[src/ssfd_pkg.sv]
package ssfd_pkg;

    // Register bus geometry
    localparam int         ADDR_W        = 2;
    localparam int         DATA_W        = 8;

    // Register offsets
    localparam logic [1:0] ADDR_CTRL     = 2'h0;
    localparam logic [1:0] ADDR_STAT     = 2'h1;
    localparam logic [1:0] ADDR_DATA     = 2'h2;

    // Control register fields
    localparam int         CTRL_START    = 7;
    localparam int         CTRL_FSTOP    = 6;
    localparam int         CTRL_MODE_HI  = 5;
    localparam int         CTRL_MODE_LO  = 4;
    localparam int         CTRL_ORDER    = 3;
    localparam int         CTRL_EXTCLK   = 2;

    // Status register fields
    localparam int         STAT_BUSY     = 7;
    localparam int         STAT_CCNT     = 6;
    localparam int         STAT_TXE      = 5;
    localparam int         STAT_RXF      = 4;
    localparam int         STAT_TXU      = 3;
    localparam int         STAT_RXO      = 2;

    // Transfer mode code for full duplex
    localparam logic [1:0] MODE_TXRX     = 2'h2;

    // Reset values
    localparam logic [1:0] MODE_RST      = 2'h0;
    localparam logic       TXE_RST       = 1'b1;
    localparam logic [7:0] BUF_RST       = 8'h00;
    localparam logic       PIN_IDLE      = 1'b1;

    // Bit count of one byte
    localparam logic [3:0] BYTE_BITS     = 4'h8;

    // Internal serial clock half period
    localparam int         CLK_PERIOD_NS = 5;
    localparam int         SCK_HALF_NS   = 40;
    localparam int         SCK_HALF_CYC  = (SCK_HALF_NS + CLK_PERIOD_NS - 1) / CLK_PERIOD_NS;

    // Shifter phase
    typedef enum logic {
        SSFD_IDLE,
        SSFD_SHIFT
    } ssfd_phase_t;

endpackage

[src/ssfd_serial.sv]
`timescale 1ns/100ps

// Summary of operation
// - Full-duplex operation only when the mode field holds code 10.
// - Writing the transmit buffer clears the transmit-empty flag.
// - Busy flag rises at the first serial clock falling edge after start.
// - Transmit bits leave on falling edges in the selected bit order.
// - Receive bits are sampled on rising edges in the same bit order.
// - Clock-count flag is high from the first to the eighth falling edge.
// - Transmit-empty flag sets at the rising edge after the buffer is loaded.
// - After eight bits, receive buffer loads, full flag sets, interrupt fires.
// - Internal clock: load within one serial period, then drive the clock.
// - External clock: load at first falling edge, receive from next rising.
// - Reading the receive buffer clears the receive-full flag.
// - Internal clock parks high until both read and write are done.
// - Wait ends after read and write in any order; resumes within one period.
// - Underrun flag sets when a byte starts without new transmit data.
// - Overrun flag sets when a byte ends while the previous is unread.
// - Clearing start finishes the byte, drops busy, holds data-out high.
// - Forced stop halts at once and resets start, status and both buffers.
// - After underrun, the interrupt waits until all eight bits are received.
// - Data-out stays high during underrun; software reads then forces stop.
// - During overrun new data is discarded; buffer and shifter are kept.
// - Overrun recovery: first read gives last good byte, second the shifter.
// - Clearing the overrun flag also clears the receive-full flag.
module ssfd_serial #(
    parameter int SCK_HALF_CYC = ssfd_pkg::SCK_HALF_CYC
) (
    // Clock and reset
    input  wire logic                         clock_i,
    input  wire logic                         sys_rst_i,
    // Register port
    input  wire logic [ssfd_pkg::ADDR_W-1:0]  reg_addr_i,
    input  wire logic [ssfd_pkg::DATA_W-1:0]  reg_wdata_i,
    input  wire logic                         reg_wr_i,
    input  wire logic                         reg_rd_i,
    output logic      [ssfd_pkg::DATA_W-1:0]  reg_rdata_o,
    // Serial pins
    input  wire logic                         serial_clock_pin_i,
    output logic                              serial_clock_pin_o,
    output logic                              serial_clock_pin_oe_o,
    output logic                              serial_data_out_pin_o,
    input  wire logic                         serial_data_in_i,
    // Event output
    output logic                              serial_interrupt_request_o
);
    import ssfd_pkg::*;

    ////////////////////////////////////////////////////////////////////////////
    // State

    typedef struct packed {
        ssfd_phase_t phase;
        logic        start;
        logic [1:0]  mode;
        logic        order;
        logic        ext;
        logic        busy;
        logic        ccnt;
        logic        txe;
        logic        rx_buffer_full_flag;
        logic        txu;
        logic        rxo;
        logic [7:0]  txbuf;
        logic [7:0]  rxbuf;
        logic [7:0]  shreg;
        logic [3:0]  cnt;
        logic [7:0]  div;
        logic        sck;
        logic        sdo;
        logic        irq;
        logic [7:0]  rdata;
        logic [2:0]  sck_sy;
        logic [1:0]  sdi_sy;
    } ssfd_state_t;

    ssfd_state_t r;
    ssfd_state_t r_nxt;

    logic       fall;
    logic       rise;
    logic       fstop_wr;
    logic       enabled;
    logic [7:0] sh_in;

    ////////////////////////////////////////////////////////////////////////////
    // Next state

    // Whole block next-state logic
    always_comb begin
        logic int_run;
        logic int_fall;
        logic int_rise;
        logic ext_fall;
        logic ext_rise;
        logic din;
        int_run  = 1'b0;
        int_fall = 1'b0;
        int_rise = 1'b0;
        ext_fall = 1'b0;
        ext_rise = 1'b0;
        din      = 1'b0;
        r_nxt    = r;

        // Pin synchronisers, edges read from the second stage on
        r_nxt.sck_sy = {r.sck_sy[1:0], serial_clock_pin_i};
        r_nxt.sdi_sy = {r.sdi_sy[0], serial_data_in_i};
        r_nxt.irq    = 1'b0;
        r_nxt.rdata  = BUF_RST;
        din          = r.sdi_sy[1];
        ext_fall     = r.ext & r.sck_sy[2] & ~r.sck_sy[1];
        ext_rise     = r.ext & ~r.sck_sy[2] & r.sck_sy[1];
        enabled      = (r.mode == MODE_TXRX);
        fstop_wr     = reg_wr_i & (reg_addr_i == ADDR_CTRL) & reg_wdata_i[CTRL_FSTOP];

        // Internal clock runs mid-byte or once both buffers are serviced
        int_run = ~r.ext & ((r.phase == SSFD_SHIFT) |
                  (r.start & enabled & ~r.txe & ~r.rx_buffer_full_flag));
        if (int_run) begin
            if (r.div == 8'(SCK_HALF_CYC - 1)) begin
                r_nxt.div = 8'h00;
                r_nxt.sck = ~r.sck;
                int_fall  = r.sck;
                int_rise  = ~r.sck;
            end else begin
                r_nxt.div = r.div + 8'h01;
            end
        end else begin
            r_nxt.div = 8'h00;
            r_nxt.sck = PIN_IDLE;
        end
        fall  = int_fall | ext_fall;
        rise  = int_rise | ext_rise;
        sh_in = r.order ? {din, r.shreg[7:1]} : {r.shreg[6:0], din};

        // Register writes and reads; clears come first so sets win
        if (reg_wr_i) begin
            unique case (reg_addr_i)
                ADDR_CTRL: begin
                    r_nxt.start = reg_wdata_i[CTRL_START];
                    r_nxt.mode  = reg_wdata_i[CTRL_MODE_HI:CTRL_MODE_LO];
                    r_nxt.order = reg_wdata_i[CTRL_ORDER];
                    r_nxt.ext   = reg_wdata_i[CTRL_EXTCLK];
                end
                ADDR_STAT: begin
                    if (!reg_wdata_i[STAT_TXU]) begin
                        r_nxt.txu = 1'b0;
                    end
                    if (!reg_wdata_i[STAT_RXO]) begin
                        r_nxt.rxo = 1'b0;
                        r_nxt.rx_buffer_full_flag = 1'b0;
                    end
                end
                ADDR_DATA: begin
                    r_nxt.txbuf = reg_wdata_i;
                    r_nxt.txe   = 1'b0;
                end
                default: begin
                end
            endcase
        end
        if (reg_rd_i) begin
            unique case (reg_addr_i)
                ADDR_CTRL: begin
                    r_nxt.rdata = {r.start, 1'b0, r.mode, r.order, r.ext, 2'b00};
                end
                ADDR_STAT: begin
                    r_nxt.rdata = {r.busy, r.ccnt, r.txe, r.rx_buffer_full_flag, r.txu, r.rxo, 2'b00};
                end
                ADDR_DATA: begin
                    // After overrun the second read yields the shifter
                    r_nxt.rdata = (r.rxo & ~r.rx_buffer_full_flag) ? r.shreg : r.rxbuf;
                    r_nxt.rx_buffer_full_flag   = 1'b0;
                end
                default: begin
                end
            endcase
        end

        // Falling edge: byte start or next transmit bit
        if (fall) begin
            if (r.phase == SSFD_IDLE) begin
                if (r.start & enabled) begin
                    r_nxt.phase = SSFD_SHIFT;
                    r_nxt.busy  = 1'b1;
                    r_nxt.ccnt  = 1'b1;
                    r_nxt.cnt   = 4'h1;
                    if (r.txe) begin
                        r_nxt.txu = 1'b1;
                        r_nxt.sdo = PIN_IDLE;
                    end else begin
                        if (!r.rxo) begin
                            r_nxt.shreg = r.txbuf;
                        end
                        r_nxt.sdo = r.order ? r.txbuf[0] : r.txbuf[7];
                    end
                end
            end else begin
                r_nxt.cnt = r.cnt + 4'h1;
                if (r.cnt == BYTE_BITS - 4'h1) begin
                    r_nxt.ccnt = 1'b0;
                end
                r_nxt.sdo = r.txu ? PIN_IDLE : (r.order ? r.shreg[0] : r.shreg[7]);
            end
        end

        // Rising edge: sample one receive bit
        if (rise && r.phase == SSFD_SHIFT) begin
            if (!r.rxo) begin
                r_nxt.shreg = sh_in;
            end
            if (r.cnt == 4'h1) begin
                r_nxt.txe = 1'b1;
            end
            if (r.cnt == BYTE_BITS) begin
                r_nxt.phase = SSFD_IDLE;
                if (r.rx_buffer_full_flag && !r.rxo) begin
                    r_nxt.rxo = 1'b1;
                end else if (!r.rxo) begin
                    r_nxt.rxbuf = sh_in;
                    r_nxt.rx_buffer_full_flag   = 1'b1;
                    r_nxt.irq   = 1'b1;
                end
                if (!r.start) begin
                    r_nxt.busy = 1'b0;
                    r_nxt.sdo  = PIN_IDLE;
                end
            end
        end

        // Forced stop overrides everything but reset
        if (fstop_wr) begin
            r_nxt.start = 1'b0;
            r_nxt.phase = SSFD_IDLE;
            r_nxt.busy  = 1'b0;
            r_nxt.ccnt  = 1'b0;
            r_nxt.txe   = TXE_RST;
            r_nxt.rx_buffer_full_flag   = 1'b0;
            r_nxt.txu   = 1'b0;
            r_nxt.rxo   = 1'b0;
            r_nxt.txbuf = BUF_RST;
            r_nxt.rxbuf = BUF_RST;
            r_nxt.cnt   = 4'h0;
            r_nxt.div   = 8'h00;
            r_nxt.sck   = PIN_IDLE;
            r_nxt.sdo   = PIN_IDLE;
            r_nxt.irq   = 1'b0;
        end

        // Synchronous reset
        if (sys_rst_i) begin
            r_nxt        = '0;
            r_nxt.phase  = SSFD_IDLE;
            r_nxt.mode   = MODE_RST;
            r_nxt.txe    = TXE_RST;
            r_nxt.sck    = PIN_IDLE;
            r_nxt.sdo    = PIN_IDLE;
            r_nxt.sck_sy = {3{PIN_IDLE}};
        end
    end

    // State register
    always_ff @(posedge clock_i) begin
        r <= r_nxt;
    end

    // Outputs
    assign reg_rdata_o                = r.rdata;
    assign serial_clock_pin_o         = r.sck;
    assign serial_clock_pin_oe_o      = ~r.ext;
    assign serial_data_out_pin_o      = r.sdo;
    assign serial_interrupt_request_o = r.irq;
endmodule

[config.mk]
export PLATFORM = sky130hd
export DESIGN_NAME = ssfd_serial
export DESIGN_NICKNAME = d
export VERILOG_FILES = /design/src/ssfd_pkg.sv /design/src/ssfd_serial.sv
export SDC_FILE = /design/constraint.sdc
export NUM_CORES = 1
export LEC_CHECK = 0
export ABC_AREA = 1
export BUFFER_PORTS_ARGS = -buffer_cell sky130_fd_sc_hd__buf_2
export CAP_MARGIN = 10
export CORE_AREA = 2 2 83 85
export CTS_CLUSTER_DIAMETER = 40
export DETAILED_ROUTE_END_ITERATION = 7
export DIE_AREA = 0 0 85 87
export PLACE_DENSITY_LB_ADDON = 0.12
export SETUP_SLACK_MARGIN = 0.1
export SLEW_MARGIN = 0
export SYNTH_ARGS = -nofsm -noshare
export SYNTH_HDL_FRONTEND = slang
export SYNTH_SLANG_ARGS = --single-unit
[constraint.sdc]
create_clock -name clock_i -period 1.5 [get_ports clock_i]
set_input_delay 0.15 -clock clock_i [delete_from_list [all_inputs] [get_ports clock_i]]
set_output_delay 0.15 -clock clock_i [all_outputs]
set_load 0.01 [all_outputs]
* Yosys cells after proc, flatten, opt, wreduce, memory -nomap -nowiden *
Index checks and enable logic that the tools add are counted.

word-level totals
  register bits after elaboration = 64
  input port bits = 16
  output and inout port bits = 12
  word-level logic and storage cells = 134

cells by class
  add/sub/neg operators = 2
  equality and inequality tests = 8
  multiplexer cells = 61
  bitwise gates (word level) = 26
  reduce and logical (&&, ||, !) cells = 15

operator list
  cell                                                                   count
  8-bit 2-to-1 mux                                                       8
  1-bit 2-to-1 mux                                                       42
  12-bit 2-to-1 mux                                                      3
  8-bit case mux with 3 select lines                                     1
  1-bit inverter                                                         12
  1-bit bitwise AND                                                      11
  2-bit 2-to-1 mux                                                       5
  8-bit by 1-bit adder with 8-bit output, second input constant          1
  8-bit by 3-bit equality test with 1-bit output, second input constant  1
  2-bit AND reduction                                                    3
  5-bit OR reduction                                                     1
  4-bit by 1-bit adder with 4-bit output, second input constant          1
  2-bit equality test, second input constant                             2
  4-bit by 1-bit equality test with 1-bit output, second input constant  1
  4-bit by 3-bit equality test with 1-bit output, second input constant  1
  4-bit equality test, second input constant                             1
  4-bit 2-to-1 mux                                                       1
  4-bit AND reduction                                                    1
  2-bit OR reduction                                                     2
  4-bit OR reduction                                                     1
  3-bit 2-to-1 mux                                                       1
  1-bit OR                                                               3
  3-bit AND reduction                                                    1
  3-bit OR reduction                                                     1
  other kinds (6)                                                        7

* Longest topological paths before layout *
  depth in word-level cells = 12
  mapped depth = 13
  gate-level depth less buffers = 13

* Least setup slack after synthesis *
No wires, ideal clock.

  kind = register to register
  from = register r[16] (netlist bit)
  to = register r[28] (netlist bit)
  library setup time = 111 ps
  data arrival time = 1509 ps
  data required time = 1389 ps
  setup slack = -120 ps
  cell stages (with the launch flop) = 12
  path buffers = 1
  period minus slack after synthesis = 1620 ps
  cells stage by stage = dfxtp_1 > ha_1 > nand3_1 > nor3_1 > nand3_1 > nand2_2 > nand2_2 > nor2_4 > buf_6 > nand2_1 > nand2_1 > nor2_1

between the ends
  longest elaborated chain between the ends = 7
  elaborated cells on any way between the ends = 11
  classes of those cells = eq/ne: 1; mux: 7; bitwise: 2; reduce/logical: 1

RTL lines
  element                                             RTL line            text
  start: declaration                                  ssfd_serial.sv:77   ssfd_state_t r;
  start signal: assignment                            ssfd_serial.sv:264  r <= r_nxt;
  8-bit by 3-bit equality test with 1-bit output (*)  ssfd_serial.sv:120  if (r.div == 8'(SCK_HALF_CYC - 1)) begin
  1-bit 2-to-1 mux                                    ssfd_serial.sv:120
  1-bit 2-to-1 mux                                    ssfd_serial.sv:119  if (int_run) begin
  1-bit OR                                            ssfd_serial.sv:132  fall = int_fall | ext_fall;
  12-bit 2-to-1 mux                                   ssfd_serial.sv:181  if (fall) begin
  8-bit 2-to-1 mux                                    ssfd_serial.sv:209  if (!r.rxo) begin
  8-bit 2-to-1 mux (*)                                ssfd_serial.sv:208  if (rise && r.phase == SSFD_SHIFT) begin

Every way passes the cells marked *; elsewhere a longest branch is shown, timed or not.
A chain may end at the register's enable or synchronous reset.

* Worst setup path in the final report *
  from = register r[17] (netlist bit)
  to = register r[57] (netlist bit)

between the ends
  longest elaborated chain between the ends = 8
  elaborated cells on any way between the ends = 12
  classes of those cells = eq/ne: 1; mux: 8; bitwise: 2; reduce/logical: 1

RTL lines
  element                                             RTL line            text
  8-bit by 3-bit equality test with 1-bit output (*)  ssfd_serial.sv:120
  1-bit 2-to-1 mux                                    ssfd_serial.sv:120
  1-bit 2-to-1 mux                                    ssfd_serial.sv:119
  1-bit OR                                            ssfd_serial.sv:132
  2-bit 2-to-1 mux                                    ssfd_serial.sv:181
  1-bit 2-to-1 mux                                    ssfd_serial.sv:224  if (!r.start) begin
  1-bit 2-to-1 mux                                    ssfd_serial.sv:215  if (r.cnt == BYTE_BITS) begin
  1-bit 2-to-1 mux (*)                                ssfd_serial.sv:208

Marks and branches as above.

==> impl_metrics.toml <==
[status]
status = "finished with violations"
violations = "negative setup slack"

[cells_and_area]
final_cell_count_no_fill = 683
area_growth_pct = 27.0
finalInstanceArea_um2 = 4330
diodes = 0
nNetsFinal = 618
drive_gt1_share_pct = 22.7

[synth]
yosysTopAreaCell = "dfxtp_1"
yosys-top-cells-area = "dfxtp_1 (38%), nand2_1 (20%), inv_1 (6.8%), nor2_1 (6.3%), o21ai_0 (4.1%)"
synth_common_cells = "nand2_1 (180), dfxtp_1 (64), inv_1 (62)"
ys_warn_count = 0
synth-async-reset-ratio_pct = 0
syn_nets = 548
synth-edff-count = 0
ys_seq_area_share_pct = 37.6
avgSynthCellArea_um2 = 6.46
synth_top_area_share_pct = 37.6
synth_area_um2 = 3410
synth_cell_types = 32
synth.most_common_cell = "nand2_1"
synth_seq_cells = 64
synthFlopType = "dfxtp_1"
netlist_instances = 528

[worst_setup_path]
cp_slowest_cell = "dfxtp_2"
slowest_delay_ns = 0.35
rr_startpoint = "r[17]$_SDFF_PP0_"
crit_buf_inv = 1
r2r_cells = 11
critical_path_arrival_ns = 1.81
cp.required_ns = 1.75
path_common_cell = "nand2_4"
startpoint_type = "flop"
cp.depth = 11
crit_family = "simple AND/OR/NAND/NOR gates"
path_class = "reg2reg"
critPathMaxFanout = 3
r2r_slack_ns = -0.06
reg2reg_to = "r[57]$_SDFF_PP0_"
critPathCaptureType = "flop"
crit_chain = "ha_4 > nand3_4 > nor3_2 > nand3_1 > nand2_4 > nand2_4 > buf_4 > nor2_4 > nand2_2 > nand2_1 > nor2_1"

[worst_hold_path]
min_path_type = "in2reg"
hp-start = "sys_rst_i"
min_path_cells = 2
holdPathEnd = "r[0]$_SDFF_PP0_"

[routing]
finalWirelength_mm = 9.21
ant_nets = 0
drtIter0Drc = 272
num_vias = 3519
firstDrtPassIters = 5
drc = 0
avgViaCountPerCell = 5.15
avgRoutedWirePerCell_um = 13.5

[global_routing]
grt_pass1_vias = 3342
grt_remaining_overflow = 0
grtUsageTotal_pct = 25.9
antenna_found_initial = 0
grt_max_degree = 20
grt_pass1_wl_mm = 15.1

[timing]
clock.fmax_ghz = 0.640
hold_viol = 0
period_share_pct = 104
finalClockSkew_ns = 0.00544
setup_viol = 13
rsz0062_at_grt = "yes"
finalWorstSetupSlack_ns = -0.0634
worst_slew_margin_rel_pct = 75.9
fin_crit_ns = 1.56
slew_viol_final = 0
worst_pin_slew_ns = 0.357

[die]
core_um2 = 6570
die_area_um2 = 7400
die_h_um = 87
row_count = 30
die_width_um = 85
start_util_pct = 51.9
pin_count = 28

[clock_tree]
cts_tree = "built"
numCtsBuffers = 9
cts_buffer_depth = 2
htreeDepth = 3
clkLatencyLatePin_ns = 0.35
cts_root_buf = "clkbuf_8"
cts.sinks = 64
clk_pin_slew_ns = 0.07

[placement]
gp_congestion = 0.839
postPlaceCellArea_um2 = 3900
placedCellCount = 657
dp.final_hpwl_mm = 6.58
port_buffers = 27
place_ws_ns = -0.0332

[pwr]
p_leak_nw = 2.00
p_per_area_nw_per_um2 = 889
vdd_drop_max_v = 0.000893

[flow_run]
max-cap-violations = 0
worst reg2reg max path, cell delays in order (launching register included):
cell and delay (ns):
dfxtp_2 0.35, ha_4 0.15, nand3_4 0.08, nor3_2 0.10, nand3_1 0.13, nand2_4 0.13
nand2_4 0.07, buf_4 0.15, nor2_4 0.14, nand2_2 0.07, nand2_1 0.06, nor2_1 0.04
layout by cell type (no fill, tap or decap), drive strengths merged:
cell type	instances
nor3b	2
nor3	3
a21oi	27
clkinvlp	1
xnor2	3
xor2	5
bufinv	3
nand3	27
clkbuf	10
o211ai	1
inv	66
or2	2
a221oi	5
buf	81
nor2	60
nand4	6
ha	4
o21ai	36
nand2	185
dlygate4sd3	2
dfxtp	64
clkinv	2
o21bai	8
stage by stage:
| stage | setup TNS [ns] | total power (W) | hold WS [ns] | utilization [%] |
|---|---|---|---|---|
| after floorplan | 0 | 0.00190 | 0.221 | - |
| after global placement | -0.0117 | 0.00199 | 0.331 | 59.3 |
| after detailed placement | -0.391 | 0.00199 | 0.340 | 59.3 |
| after CTS | -0.662 | 0.00387 | 0.00969 | 63.6 |
| after global routing | -3.35 | 0.00397 | 0.0254 | 65.9 |
| final | -0.310 | 0.00385 | 0.0173 | 65.9 |
how the worst max path moves through the flow:
stage	start	slack [ns]	endpoint
after floorplan	r[17]$_SDFF_PP0_	0.02	r[28]$_SDFF_PP0_
after global placement	r[61]$_SDFFE_PP0P_	-0.01	r[34]$_SDFF_PP0_
after detailed placement	r[23]$_SDFF_PP0_	-0.03	r[37]$_SDFFE_PP0P_
after CTS	r[17]$_SDFF_PP0_	-0.05	r[37]$_SDFFE_PP0P_
after global routing	r[17]$_SDFF_PP0_	-0.19	r[29]$_SDFF_PP0_
final	r[17]$_SDFF_PP0_	-0.06	r[57]$_SDFF_PP0_
cell type report:
cell class	instances	area [µm²]
Tap cell	80	100
Multi-Input combinational cell	374	1850
Inverter	66	254
Clock inverter	6	115
Sequential cell	64	1290
Fill cell	593	2240
Timing Repair Buffer	83	589
Clock buffer	10	138
timing repair:
item                                    4_1_cts  5_1_grt
endpoints found under the setup margin       27       35
pin swaps                                     0        8
gates resized for setup                       3       23
hold endpoints to repair                      2        0
setup buffers                                 0        7
hold buffers                                  2        0
cloned                                        0        1
state kept, by name (all words and copies together), names as in the netlist:
signal                      count
serial_clock_pin_o              1
serial_interrupt_request_o      1
reg_rdata_o                     8
serial_data_out_pin_o           1
r                              53
cell families after synthesis:
logic type	after synthesis	synth area share, %
AOI/OAI and AO/OA	77	12.6
xor gates and xnor gates	8	2.05
DFF	64	37.6
adders and majority gates	4	1.47
and+or+nand+nor	284	34.7
buffers and inverters	91	11.6
where the power goes:
group | total [W] | leakage [nW] | internal (W) | switching, W
sequential | 0.00174 | 0.521 | 0.00172 | 0.0000157
clock | 0.00189 | 0.123 | 0.00116 | 0.000731
combinational | 0.000229 | 1.36 | 0.0000906 | 0.000138
total | 0.00385 | 2.00 | 0.00297 | 0.000884
routing by layer:
layer  GRT usage (%)  up-vias  wire (µm)  share of wire (%)
met5               0        -          0                  0
met4            12.1        0        241                2.6
met3            4.17       28        522                5.7
met2            43.6      109       4300                 47
met1            32.6     1592       4140                 45
li1                -     1790          -                  -
No activity file was read; power rests on OpenSTA's default activity.
